<file path="config.mk">
export PLATFORM = sky130hd
export DESIGN_NAME = cet_top
export DESIGN_NICKNAME = d
export VERILOG_FILES = /design/src/hw/cet_pkg.sv /design/src/hw/cet_timer.sv /design/src/hw/cet_top.sv
export VERILOG_INCLUDE_DIRS = /design/src /design/src/hw
export SDC_FILE = /design/constraint.sdc
export NUM_CORES = 1
export LEC_CHECK = 0
export ABC_AREA = 1
export BUFFER_PORTS_ARGS = -buffer_cell sky130_fd_sc_hd__buf_2
export CELL_PAD_IN_SITES_DETAIL_PLACEMENT = 1
export CELL_PAD_IN_SITES_GLOBAL_PLACEMENT = 2
export CORE_ASPECT_RATIO = 1.5
export CORE_MARGIN = 3
export CORE_UTILIZATION = 33
export CTS_BUF_LIST = sky130_fd_sc_hd__clkbuf_4
export DETAILED_ROUTE_END_ITERATION = 12
export PLACE_DENSITY = 0.9
export SYNTH_ARGS = -nofsm -noshare
export SYNTH_HDL_FRONTEND = slang
export SYNTH_HIERARCHICAL = 1
export SYNTH_SLANG_ARGS = --single-unit
</file>
<file path="constraint.sdc">
create_clock -name sys_clk -period 4.1 [get_ports sys_clk]
set_clock_uncertainty 0.15 [all_clocks]
set_input_delay 0.615 -clock sys_clk [delete_from_list [all_inputs] [get_ports sys_clk]]
set_output_delay 0.615 -clock sys_clk [all_outputs]
set_load 0.01 [all_outputs]
</file>
<file path="src/hw/cet_cfg.svh">
// Register map, reset values, field positions and timing constants of the emulation timeout bank
`ifndef CET_CFG_SVH
`define CET_CFG_SVH

// Register indices; the byte address is four times the index
`define CET_IDX_MASK 8'h21
`define CET_IDX_STD 8'h22
`define CET_IDX_LGA 8'h23
`define CET_IDX_LGB 8'h24
`define CET_IDX_CTRL 8'h25
`define CET_IDX_STAT 8'h26
`define CET_IDX_NONE 8'hFF

// Reset values
`define CET_RST_MASK 8'h00
`define CET_RST_STD 8'h10
`define CET_RST_LGA 8'h6C
`define CET_RST_LGB 8'h01
`define CET_RST_CTRL 8'h00

// Implemented bits per register
`define CET_WM_MASK 8'h7F
`define CET_WM_STD 8'h3F
`define CET_WM_LGA 8'hFF
`define CET_WM_LGB 8'h3F
`define CET_WM_CTRL 8'h01

// Field positions
`define CET_DCP_MSB 5
`define CET_DCP_LSB 4
`define CET_L1_MSB 7
`define CET_L1_LSB 6
`define CET_L2_MSB 5
`define CET_L2_LSB 4
`define CET_L3_MSB 3
`define CET_L3_LSB 2
`define CET_L4_MSB 1
`define CET_L4_LSB 0
`define CET_L1_DIS 0
`define CET_L2_DIS 1
`define CET_L3_DIS 2
`define CET_L4_DIS 3
`define CET_CTRL_TO_DIS 0

// Timeout periods in milliseconds, counted in ticks of a fixed prescaler
`define CET_T0_MS 800
`define CET_T1_MS 1600
`define CET_T2_MS 6400
`define CET_T3_MS 12800
`define CET_TICK_MS 100
`define CET_CLK_NS 10
`define CET_NS_PER_MS 1000000
`define CET_TICK_CYCLES (`CET_TICK_MS * `CET_NS_PER_MS / `CET_CLK_NS)
`define CET_T0_TICKS (`CET_T0_MS / `CET_TICK_MS)
`define CET_T1_TICKS (`CET_T1_MS / `CET_TICK_MS)
`define CET_T2_TICKS (`CET_T2_MS / `CET_TICK_MS)
`define CET_T3_TICKS (`CET_T3_MS / `CET_TICK_MS)

`endif

</file>
<file path="src/hw/cet_pkg.sv">
// Types shared by the emulation timeout bank and its timer
package cet_pkg;

    typedef enum logic [2:0] {
        CET_PROF_DCP = 3'h0,
        CET_PROF_L1 = 3'h1,
        CET_PROF_L2 = 3'h2,
        CET_PROF_L3 = 3'h3,
        CET_PROF_L4 = 3'h4
    } cet_prof_e;

    typedef enum logic [1:0] {
        CET_TM_IDLE = 2'h0,
        CET_TM_RUN = 2'h1,
        CET_TM_DONE = 2'h3
    } cet_tm_e;

    typedef struct packed {
        logic apply;
        cet_prof_e prof;
    } cet_req_s;

    typedef struct packed {
        logic active;
        logic expired;
        logic skipped;
        cet_prof_e prof;
        logic [1:0] sel;
    } cet_stat_s;

    typedef struct packed {
        logic [7:0] mask;
        logic [7:0] std;
        logic [7:0] lga;
        logic [7:0] lgb;
        logic [7:0] ctrl;
    } cet_regs_s;

endpackage

</file>
<file path="src/hw/cet_timer.sv">
// Emulation timeout counter: prescaled tick counter with restart and stop
`timescale 1ns/1ps
`include "cet_cfg.svh"

module cet_timer
    import cet_pkg::*;
#(
    parameter int unsigned TICK_CYCLES = `CET_TICK_CYCLES,
    parameter int unsigned CNT_W = 8
) (
    input wire logic sys_clk,
    input wire logic srst,
    input wire logic start,
    input wire logic stop,
    input wire logic [CNT_W-1:0] ticks,
    output logic busy,
    output logic expired
);

    localparam int unsigned PW = (TICK_CYCLES > 1) ? $clog2(TICK_CYCLES) : 1;
    localparam logic [PW-1:0] PRE_LAST = PW'(TICK_CYCLES - 1);

    if (TICK_CYCLES < 2) begin : g_chk_tick
        $error("cet_timer: TICK_CYCLES must be at least 2");
    end
    if (CNT_W < 8) begin : g_chk_cnt
        $error("cet_timer: CNT_W too narrow for the longest period");
    end

    cet_tm_e st_q, st_d;
    logic [PW-1:0] pre_q, pre_d;
    logic [CNT_W-1:0] cnt_q, cnt_d;

    always_comb begin
        st_d = st_q;
        pre_d = pre_q;
        cnt_d = cnt_q;
        case (st_q)
            CET_TM_IDLE: begin
                st_d = CET_TM_IDLE;
            end
            CET_TM_RUN: begin
                if (pre_q == PRE_LAST) begin
                    pre_d = '0;
                    if (cnt_q <= CNT_W'(1)) begin
                        st_d = CET_TM_DONE;
                    end else begin
                        cnt_d = cnt_q - CNT_W'(1);
                    end
                end else begin
                    pre_d = pre_q + PW'(1);
                end
            end
            CET_TM_DONE: begin
                st_d = CET_TM_IDLE;
            end
            default: begin
                st_d = CET_TM_IDLE;
            end
        endcase
        // A new profile restarts from a full period, prescaler included, unless stop is set in the same cycle
        if (start) begin
            st_d = CET_TM_RUN;
            pre_d = '0;
            cnt_d = ticks;
        end
        if (stop) begin
            st_d = CET_TM_IDLE;
        end
    end

    always_ff @(posedge sys_clk) begin
        if (srst) begin
            st_q <= CET_TM_IDLE;
            pre_q <= '0;
            cnt_q <= '0;
        end else begin
            st_q <= st_d;
            pre_q <= pre_d;
            cnt_q <= cnt_d;
        end
    end

    assign busy = (st_q == CET_TM_RUN);
    assign expired = (st_q == CET_TM_DONE);
endmodule

</file>
<file path="src/hw/cet_top.sv">
// Charger emulation timeout configuration bank with AHB-Lite register slave
`timescale 1ns/1ps
`include "cet_cfg.svh"

// Functional notes
// - Applied profile uses its own timeout field
// - Global disable ignores all timeout fields
// - Register contents kept through Sleep
// - Dedicated field bits 5-4: 0.8/1.6/6.4/12.8 s
// - Legacy one field bits 7-6, four periods
// - Legacy two field bits 5-4, four periods
// - Legacy three field bits 3-2, four periods
// - Legacy four field bits 1-0, four periods
// - Legacy disable bit excludes profile from emulation

module cet_top
    import cet_pkg::*;
#(
    parameter int unsigned TICK_CYCLES = `CET_TICK_CYCLES
) (
    input wire logic sys_clk,
    input wire logic srst,
    input wire logic hsel,
    input wire logic [31:0] haddr,
    input wire logic [1:0] htrans,
    input wire logic hwrite,
    input wire logic [2:0] hsize,
    input wire logic [31:0] hwdata,
    input wire logic hready,
    output logic hreadyout,
    output logic hresp,
    output logic [31:0] hrdata,
    input wire cet_req_s prof_req,
    output cet_stat_s emu_stat
);

    localparam int unsigned CNT_W = 8;

    // A one-cycle prescaler would leave the timer no cycle to tell ticks apart
    if (TICK_CYCLES < 2) begin : g_chk_tick
        $error("cet_top: TICK_CYCLES must be at least 2");
    end

    cet_regs_s regs_q, regs_d;
    logic wr_pend_q, wr_pend_d;
    logic [7:0] idx_q, idx_d;
    logic [31:0] hrdata_q, hrdata_d;
    logic [7:0] rd_byte;
    logic addr_take;
    logic addr_hit;

    logic [1:0] fld_sel;
    logic prof_en;
    logic to_dis;
    logic tmr_start;
    logic [CNT_W-1:0] tmr_ticks;
    logic tmr_busy;
    logic tmr_expired;
    logic skip_q, skip_d;
    cet_prof_e prof_q, prof_d;
    logic [1:0] sel_q, sel_d;

    // Zero-wait slave: every transfer completes in its first data phase
    assign hreadyout = 1'b1;
    assign hresp = 1'b0;
    assign hrdata = hrdata_q;

    assign addr_take = hsel && htrans[1] && hready;
    assign addr_hit = (haddr[31:10] == 22'h0) && (haddr[1:0] == 2'h0);
    assign to_dis = regs_q.ctrl[`CET_CTRL_TO_DIS];

    // Bus and register state
    always_comb begin
        regs_d = regs_q;
        wr_pend_d = 1'b0;
        idx_d = idx_q;
        hrdata_d = hrdata_q;
        rd_byte = 8'h00;
        if (wr_pend_q) begin
            case (idx_q)
                `CET_IDX_MASK: regs_d.mask = hwdata[7:0] & `CET_WM_MASK;
                `CET_IDX_STD: regs_d.std = hwdata[7:0] & `CET_WM_STD;
                `CET_IDX_LGA: regs_d.lga = hwdata[7:0] & `CET_WM_LGA;
                `CET_IDX_LGB: regs_d.lgb = hwdata[7:0] & `CET_WM_LGB;
                `CET_IDX_CTRL: regs_d.ctrl = hwdata[7:0] & `CET_WM_CTRL;
                default: regs_d = regs_q;
            endcase
        end
        if (addr_take) begin
            idx_d = addr_hit ? haddr[9:2] : `CET_IDX_NONE;
            wr_pend_d = hwrite;
            // Read from the post-write values so a read right behind a write sees it
            case (addr_hit ? haddr[9:2] : `CET_IDX_NONE)
                `CET_IDX_MASK: rd_byte = regs_d.mask;
                `CET_IDX_STD: rd_byte = regs_d.std;
                `CET_IDX_LGA: rd_byte = regs_d.lga;
                `CET_IDX_LGB: rd_byte = regs_d.lgb;
                `CET_IDX_CTRL: rd_byte = regs_d.ctrl;
                `CET_IDX_STAT: rd_byte = {tmr_busy, prof_q, 2'h0, sel_q};
                default: rd_byte = 8'h00;
            endcase
            hrdata_d = hwrite ? 32'h0 : {24'h0, rd_byte};
        end
    end

    // Only the synchronous power-on reset touches the bank; sleep leaves it alone
    always_ff @(posedge sys_clk) begin
        if (srst) begin
            regs_q <= '{mask: `CET_RST_MASK, std: `CET_RST_STD, lga: `CET_RST_LGA,
                        lgb: `CET_RST_LGB, ctrl: `CET_RST_CTRL};
            wr_pend_q <= 1'b0;
            idx_q <= `CET_IDX_NONE;
            hrdata_q <= 32'h0;
        end else begin
            regs_q <= regs_d;
            wr_pend_q <= wr_pend_d;
            idx_q <= idx_d;
            hrdata_q <= hrdata_d;
        end
    end

    // Field lookup for the profile being applied
    always_comb begin
        fld_sel = 2'h0;
        prof_en = 1'b0;
        case (prof_req.prof)
            CET_PROF_DCP: begin
                fld_sel = regs_q.std[`CET_DCP_MSB:`CET_DCP_LSB];
                prof_en = 1'b1;
            end
            CET_PROF_L1: begin
                fld_sel = regs_q.lga[`CET_L1_MSB:`CET_L1_LSB];
                prof_en = !regs_q.mask[`CET_L1_DIS];
            end
            CET_PROF_L2: begin
                fld_sel = regs_q.lga[`CET_L2_MSB:`CET_L2_LSB];
                prof_en = !regs_q.mask[`CET_L2_DIS];
            end
            CET_PROF_L3: begin
                fld_sel = regs_q.lga[`CET_L3_MSB:`CET_L3_LSB];
                prof_en = !regs_q.mask[`CET_L3_DIS];
            end
            CET_PROF_L4: begin
                fld_sel = regs_q.lga[`CET_L4_MSB:`CET_L4_LSB];
                prof_en = !regs_q.mask[`CET_L4_DIS];
            end
            default: begin
                fld_sel = 2'h0;
                prof_en = 1'b0;
            end
        endcase
    end

    // Same code map for all five fields; code 11 is the longest period
    always_comb begin
        case (fld_sel)
            2'h0: tmr_ticks = CNT_W'(`CET_T0_TICKS);
            2'h1: tmr_ticks = CNT_W'(`CET_T1_TICKS);
            2'h2: tmr_ticks = CNT_W'(`CET_T2_TICKS);
            2'h3: tmr_ticks = CNT_W'(`CET_T3_TICKS);
            default: tmr_ticks = CNT_W'(`CET_T0_TICKS);
        endcase
    end

    assign tmr_start = prof_req.apply && prof_en && !to_dis;

    // Applied-profile status
    always_comb begin
        prof_d = prof_q;
        sel_d = sel_q;
        skip_d = prof_req.apply && !prof_en;
        if (tmr_start) begin
            prof_d = prof_req.prof;
            sel_d = fld_sel;
        end
    end

    always_ff @(posedge sys_clk) begin
        if (srst) begin
            prof_q <= CET_PROF_DCP;
            sel_q <= 2'h0;
            skip_q <= 1'b0;
        end else begin
            prof_q <= prof_d;
            sel_q <= sel_d;
            skip_q <= skip_d;
        end
    end

    // Disable also halts a period already running
    cet_timer #(
        .TICK_CYCLES(TICK_CYCLES),
        .CNT_W(CNT_W)
    ) u_timer (
        .sys_clk(sys_clk),
        .srst(srst),
        .start(tmr_start),
        .stop(to_dis),
        .ticks(tmr_ticks),
        .busy(tmr_busy),
        .expired(tmr_expired)
    );

    assign emu_stat = '{active: tmr_busy, expired: tmr_expired, skipped: skip_q,
                        prof: prof_q, sel: sel_q};
endmodule

</file>
==> results_dict.tcl <==
set metrics [dict create \
    run_status "complete, no violations" \
    via_count 5189 \
    utilization_after_layout 0.375 \
    critPathMaxFanout 15 \
    critical_path_cell_count 11 \
    met2_length_mm 8.37 \
    grt_max_degree 49 \
    critical_path_required_ns 4.36 \
    portbufs 65 \
    power_leakage_nw 2.94 \
    synthTopCellsByArea "sky130_fd_sc_hd__dfxtp_1 (35%), sky130_fd_sc_hd__nand2_1 (12%), sky130_fd_sc_hd__nor2_1 (8.9%)" \
    global_route.usage.total 0.171 \
    dp_hpwl_mm 11.9 \
    synth_edf_count 0 \
    drive_above_1_share 0.159 \
    total_of_flip_flops_plus_latches_after_synthesis 97 \
    die-area_mm2 0.0185 \
    setup_repair_after_global_routing_missed_its_margin "false" \
    timing.critical_path.slowest_stage_cell "sky130_fd_sc_hd__nand3_1" \
    synthFlopType "sky130_fd_sc_hd__dfxtp_1" \
    clock_tree_from_tritoncts "done" \
    core_area_mm2 0.0163 \
    yosys.area.top_type_share 0.350 \
    crit_path_category "register to register" \
    timing.max_slew.rel_slack 0.512 \
    antenna_violating_nets_post_route 0 \
    floorplan.initialDensity 0.340 \
    tritoncts.num_buffers 9 \
    met3WireLength_um 438 \
    clk_path_buf_depth 2 \
    route.detailed.wl_per_inst_um 13.8 \
    grt_pass1_vias 5249 \
    cts.htree.levels 3 \
    instances_no_fill 1109 \
    cpLargestDelayFamily "simple AND/OR/NAND/NOR gates" \
    max_freq_mhz 398 \
    critPathLaunch "idx_q[6]" \
    maximum_resistive_drop_on_vdd_uv 144 \
    p_per_area_mw_per_mm2 302 \
    critical_path_cell_by_cell "nor2_1, nand3_1, nor2_1, nand3_1, o21ai_1, nand3_1, o21ai_1, nor2_1, nand2_1, nand2_1, a21oi_1" \
    ff2ff_path_depth 11 \
    design_area_mm2 0.00612 \
    critPathLaunchType "register" \
    routed_via_density 4.68 \
    layout_worst_path_cycle_share 0.613 \
    setup_violations 0 \
    die_width_um 112 \
    clk_pin_slew_ns 0.14 \
    num-nets-final 978 \
    synth_async_reset_ratio 0 \
    die_height_um 165 \
    slew_violations 0 \
    worstHoldPathType "input port to register" \
    hold_bufs_inserted_after_cts 0 \
    grt_overflow_total 0 \
    grt_antenna_before_repair 1 \
    seq_area_frac_synth 0.350 \
    netlist_area_mm2 0.00555 \
    cts.repair_timing.setup_buffer_count 0 \
    worst_r2r_endpoint "hrdata[6]" \
    cp_data_arrival_time_ns 2.77 \
    cap_viol_max_count 0 \
    flow.area_growth_from_synthesis_pct 10.3 \
    worst_pin_slew_ns 0.726 \
    drt_wirelength_mm 15.4 \
    post_synth.cell_area_avg_um2 6.62 \
    synth_cells 839 \
    drt_iter0_markers 195 \
    post_layout_min_period_ns 2.51 \
    grt_pass1_wl_mm 25.1 \
    clk_latency_ns 0.49 \
    highest_layer "met4" \
    num_io_pins 120 \
    worstPathBufferInverterCount 0 \
    dp_cells 1092 \
    setup.worst_path.end_class "register" \
    finalSetupTns_ns 0 \
    clock_sinks 97 \
    worst-r2r-setup-slack_ns 1.59 \
    route.layer.met1.wl_mm 6.28 \
    placement.cell_area_mm2 0.00593 \
    first_pass_iters 4 \
    fp-row-count 57 \
    synth_cell_type_count 47 \
    cts-root-buf "sky130_fd_sc_hd__clkbuf_4" \
    gp_congestion 0.780 \
    critPathCapture "hrdata[6]" \
    synth-warning-count 6 \
    timing.rr.start "idx_q[6]" \
    hold_violations 0 \
    drt_drc_violations_left 0 \
    max_stage_delay_ns 0.51 \
    cts.repair.resized 0 \
    synth_top_cell_by_area "sky130_fd_sc_hd__dfxtp_1" \
]
-- layout by cell type (no fill, tap or decap), drive strengths merged, types with 4 or more instances in the layout --
master,Yosys,layout
o21ai,49,49
nor3,20,20
nand3,61,61
clkinv,3,4
or2,10,10
xor2,6,6
inv,127,128
nand2,193,193
dfxtp,97,97
a21oi,28,28
o21a,5,5
buf,40,68
clkbuf,9,10
nand4,18,18
nor2,147,147
conb,2,30
-- synthesized netlist by cell type, types with 2 or more instances --
library cell	n
sky130_fd_sc_hd__nand2_1	180
sky130_fd_sc_hd__nor2_1	132
sky130_fd_sc_hd__inv_1	119
sky130_fd_sc_hd__dfxtp_1	97
sky130_fd_sc_hd__nand3_1	55
sky130_fd_sc_hd__o21ai_0	32
sky130_fd_sc_hd__buf_4	30
sky130_fd_sc_hd__a21oi_1	27
sky130_fd_sc_hd__nand4_1	17
sky130_fd_sc_hd__nor3_1	17
sky130_fd_sc_hd__o21ai_1	16
sky130_fd_sc_hd__or2_2	10
sky130_fd_sc_hd__clkbuf_1	9
sky130_fd_sc_hd__nand2_2	8
sky130_fd_sc_hd__inv_2	7
sky130_fd_sc_hd__buf_2	6
sky130_fd_sc_hd__nor2_2	6
sky130_fd_sc_hd__nor2_4	6
sky130_fd_sc_hd__xor2_1	6
sky130_fd_sc_hd__nand2_4	5
sky130_fd_sc_hd__o21a_1	5
sky130_fd_sc_hd__buf_6	4
sky130_fd_sc_hd__nand3_2	4
sky130_fd_sc_hd__a211oi_1	3
sky130_fd_sc_hd__clkinv_1	3
sky130_fd_sc_hd__ha_1	3
sky130_fd_sc_hd__nor2_8	3
sky130_fd_sc_hd__o22ai_1	3
sky130_fd_sc_hd__a31oi_1	2
sky130_fd_sc_hd__a32o_1	2
sky130_fd_sc_hd__conb_1	2
sky130_fd_sc_hd__mux2i_1	2
sky130_fd_sc_hd__nand3_4	2
sky130_fd_sc_hd__nor3_2	2
sky130_fd_sc_hd__nor4_1	2
-- routing by layer --
layer,up-vias,global-route usage
li1,2694,-
met1,2399,0.181
met2,80,0.332
met3,16,0.0330
met4,0,0.0603
met5,-,0
-- state kept, by name, summed over array words and instances, names as in the netlist --
| name | flops |
|---|---|
| regs_q | 40 |
| wr_pend_q | 1 |
| u_timer/cnt_q | 8 |
| hrdata | 8 |
| u_timer/st_q | 2 |
| idx_q | 8 |
| skip_q | 1 |
| sel_q | 2 |
| prof_q | 3 |
| u_timer/pre_q | 24 |
-- metrics by stage --
step	total power [W]	hold slack, ns	setup WS (ns)
after floorplan	0.00115	0.268	1.65
after global routing	0.00195	0.191	1.29
after detailed placement	0.00120	0.283	1.16
final	0.00185	0.220	1.59
after global placement	0.00120	0.280	1.23
after CTS	0.00188	0.181	1.53
-- worst min-delay path by stage --
stage                from  slack [ns]  depth (start not counted)          to
2_1_floorplan  regs_q[39]        0.27                          2  regs_q[39]
3_3_place_gp   regs_q[31]        0.28                          2  regs_q[31]
3_5_place_dp   regs_q[31]        0.28                          2  regs_q[31]
4_1_cts          haddr[7]        0.18                          3    idx_q[5]
5_1_grt          haddr[9]        0.19                          3    idx_q[7]
6_report         haddr[8]        0.22                          3    idx_q[6]
-- cell families (layout without fill, tap and decap cells) --
| group | count (synthesis) | in the layout | share of synthesized area |
|---|---|---|---|
| multiplexers | 2 | 2 | 0.00361 |
| XOR/XNOR | 6 | 6 | 0.00946 |
| other | 2 | 31 | 0.00135 |
| AO/OA/AOI/OAI | 95 | 95 | 0.0955 |
| buffers and inverters | 179 | 214 | 0.148 |
| adder cells (fa/ha/maj) | 3 | 3 | 0.00676 |
| flip-flops | 97 | 97 | 0.350 |
| AND/OR/NAND/NOR | 455 | 455 | 0.385 |
-- worst register-to-register path: cells and delay by family, from the launching register on --
kind	cells	cell delay (ns)
AOI/OAI and AO/OA	3	0.70
and+or+nand+nor	8	1.26
DFF	1	0.35
-- layout make-up --
class | instances | area (um^2)
multi-input cells | 591 | 2890
well taps | 206 | 258
repair buffers | 68 | 348
inverters | 130 | 490
diodes | 1 | 2.50
flip-flops and latches | 97 | 1940
fillers | 2177 | 10200
clock inverters | 6 | 115
clock buffers | 10 | 75.1
-- power breakdown --
part / internal (W) / total, W / switching [W]
registers: 0.000960 / 0.000977 / 0.0000170
logic: 0.0000689 / 0.000203 / 0.000134
clock network: 0.000319 / 0.000672 / 0.000353
total: 0.00135 / 0.00185 / 0.000504
Note: power is estimated with default switching activity, not from simulation.
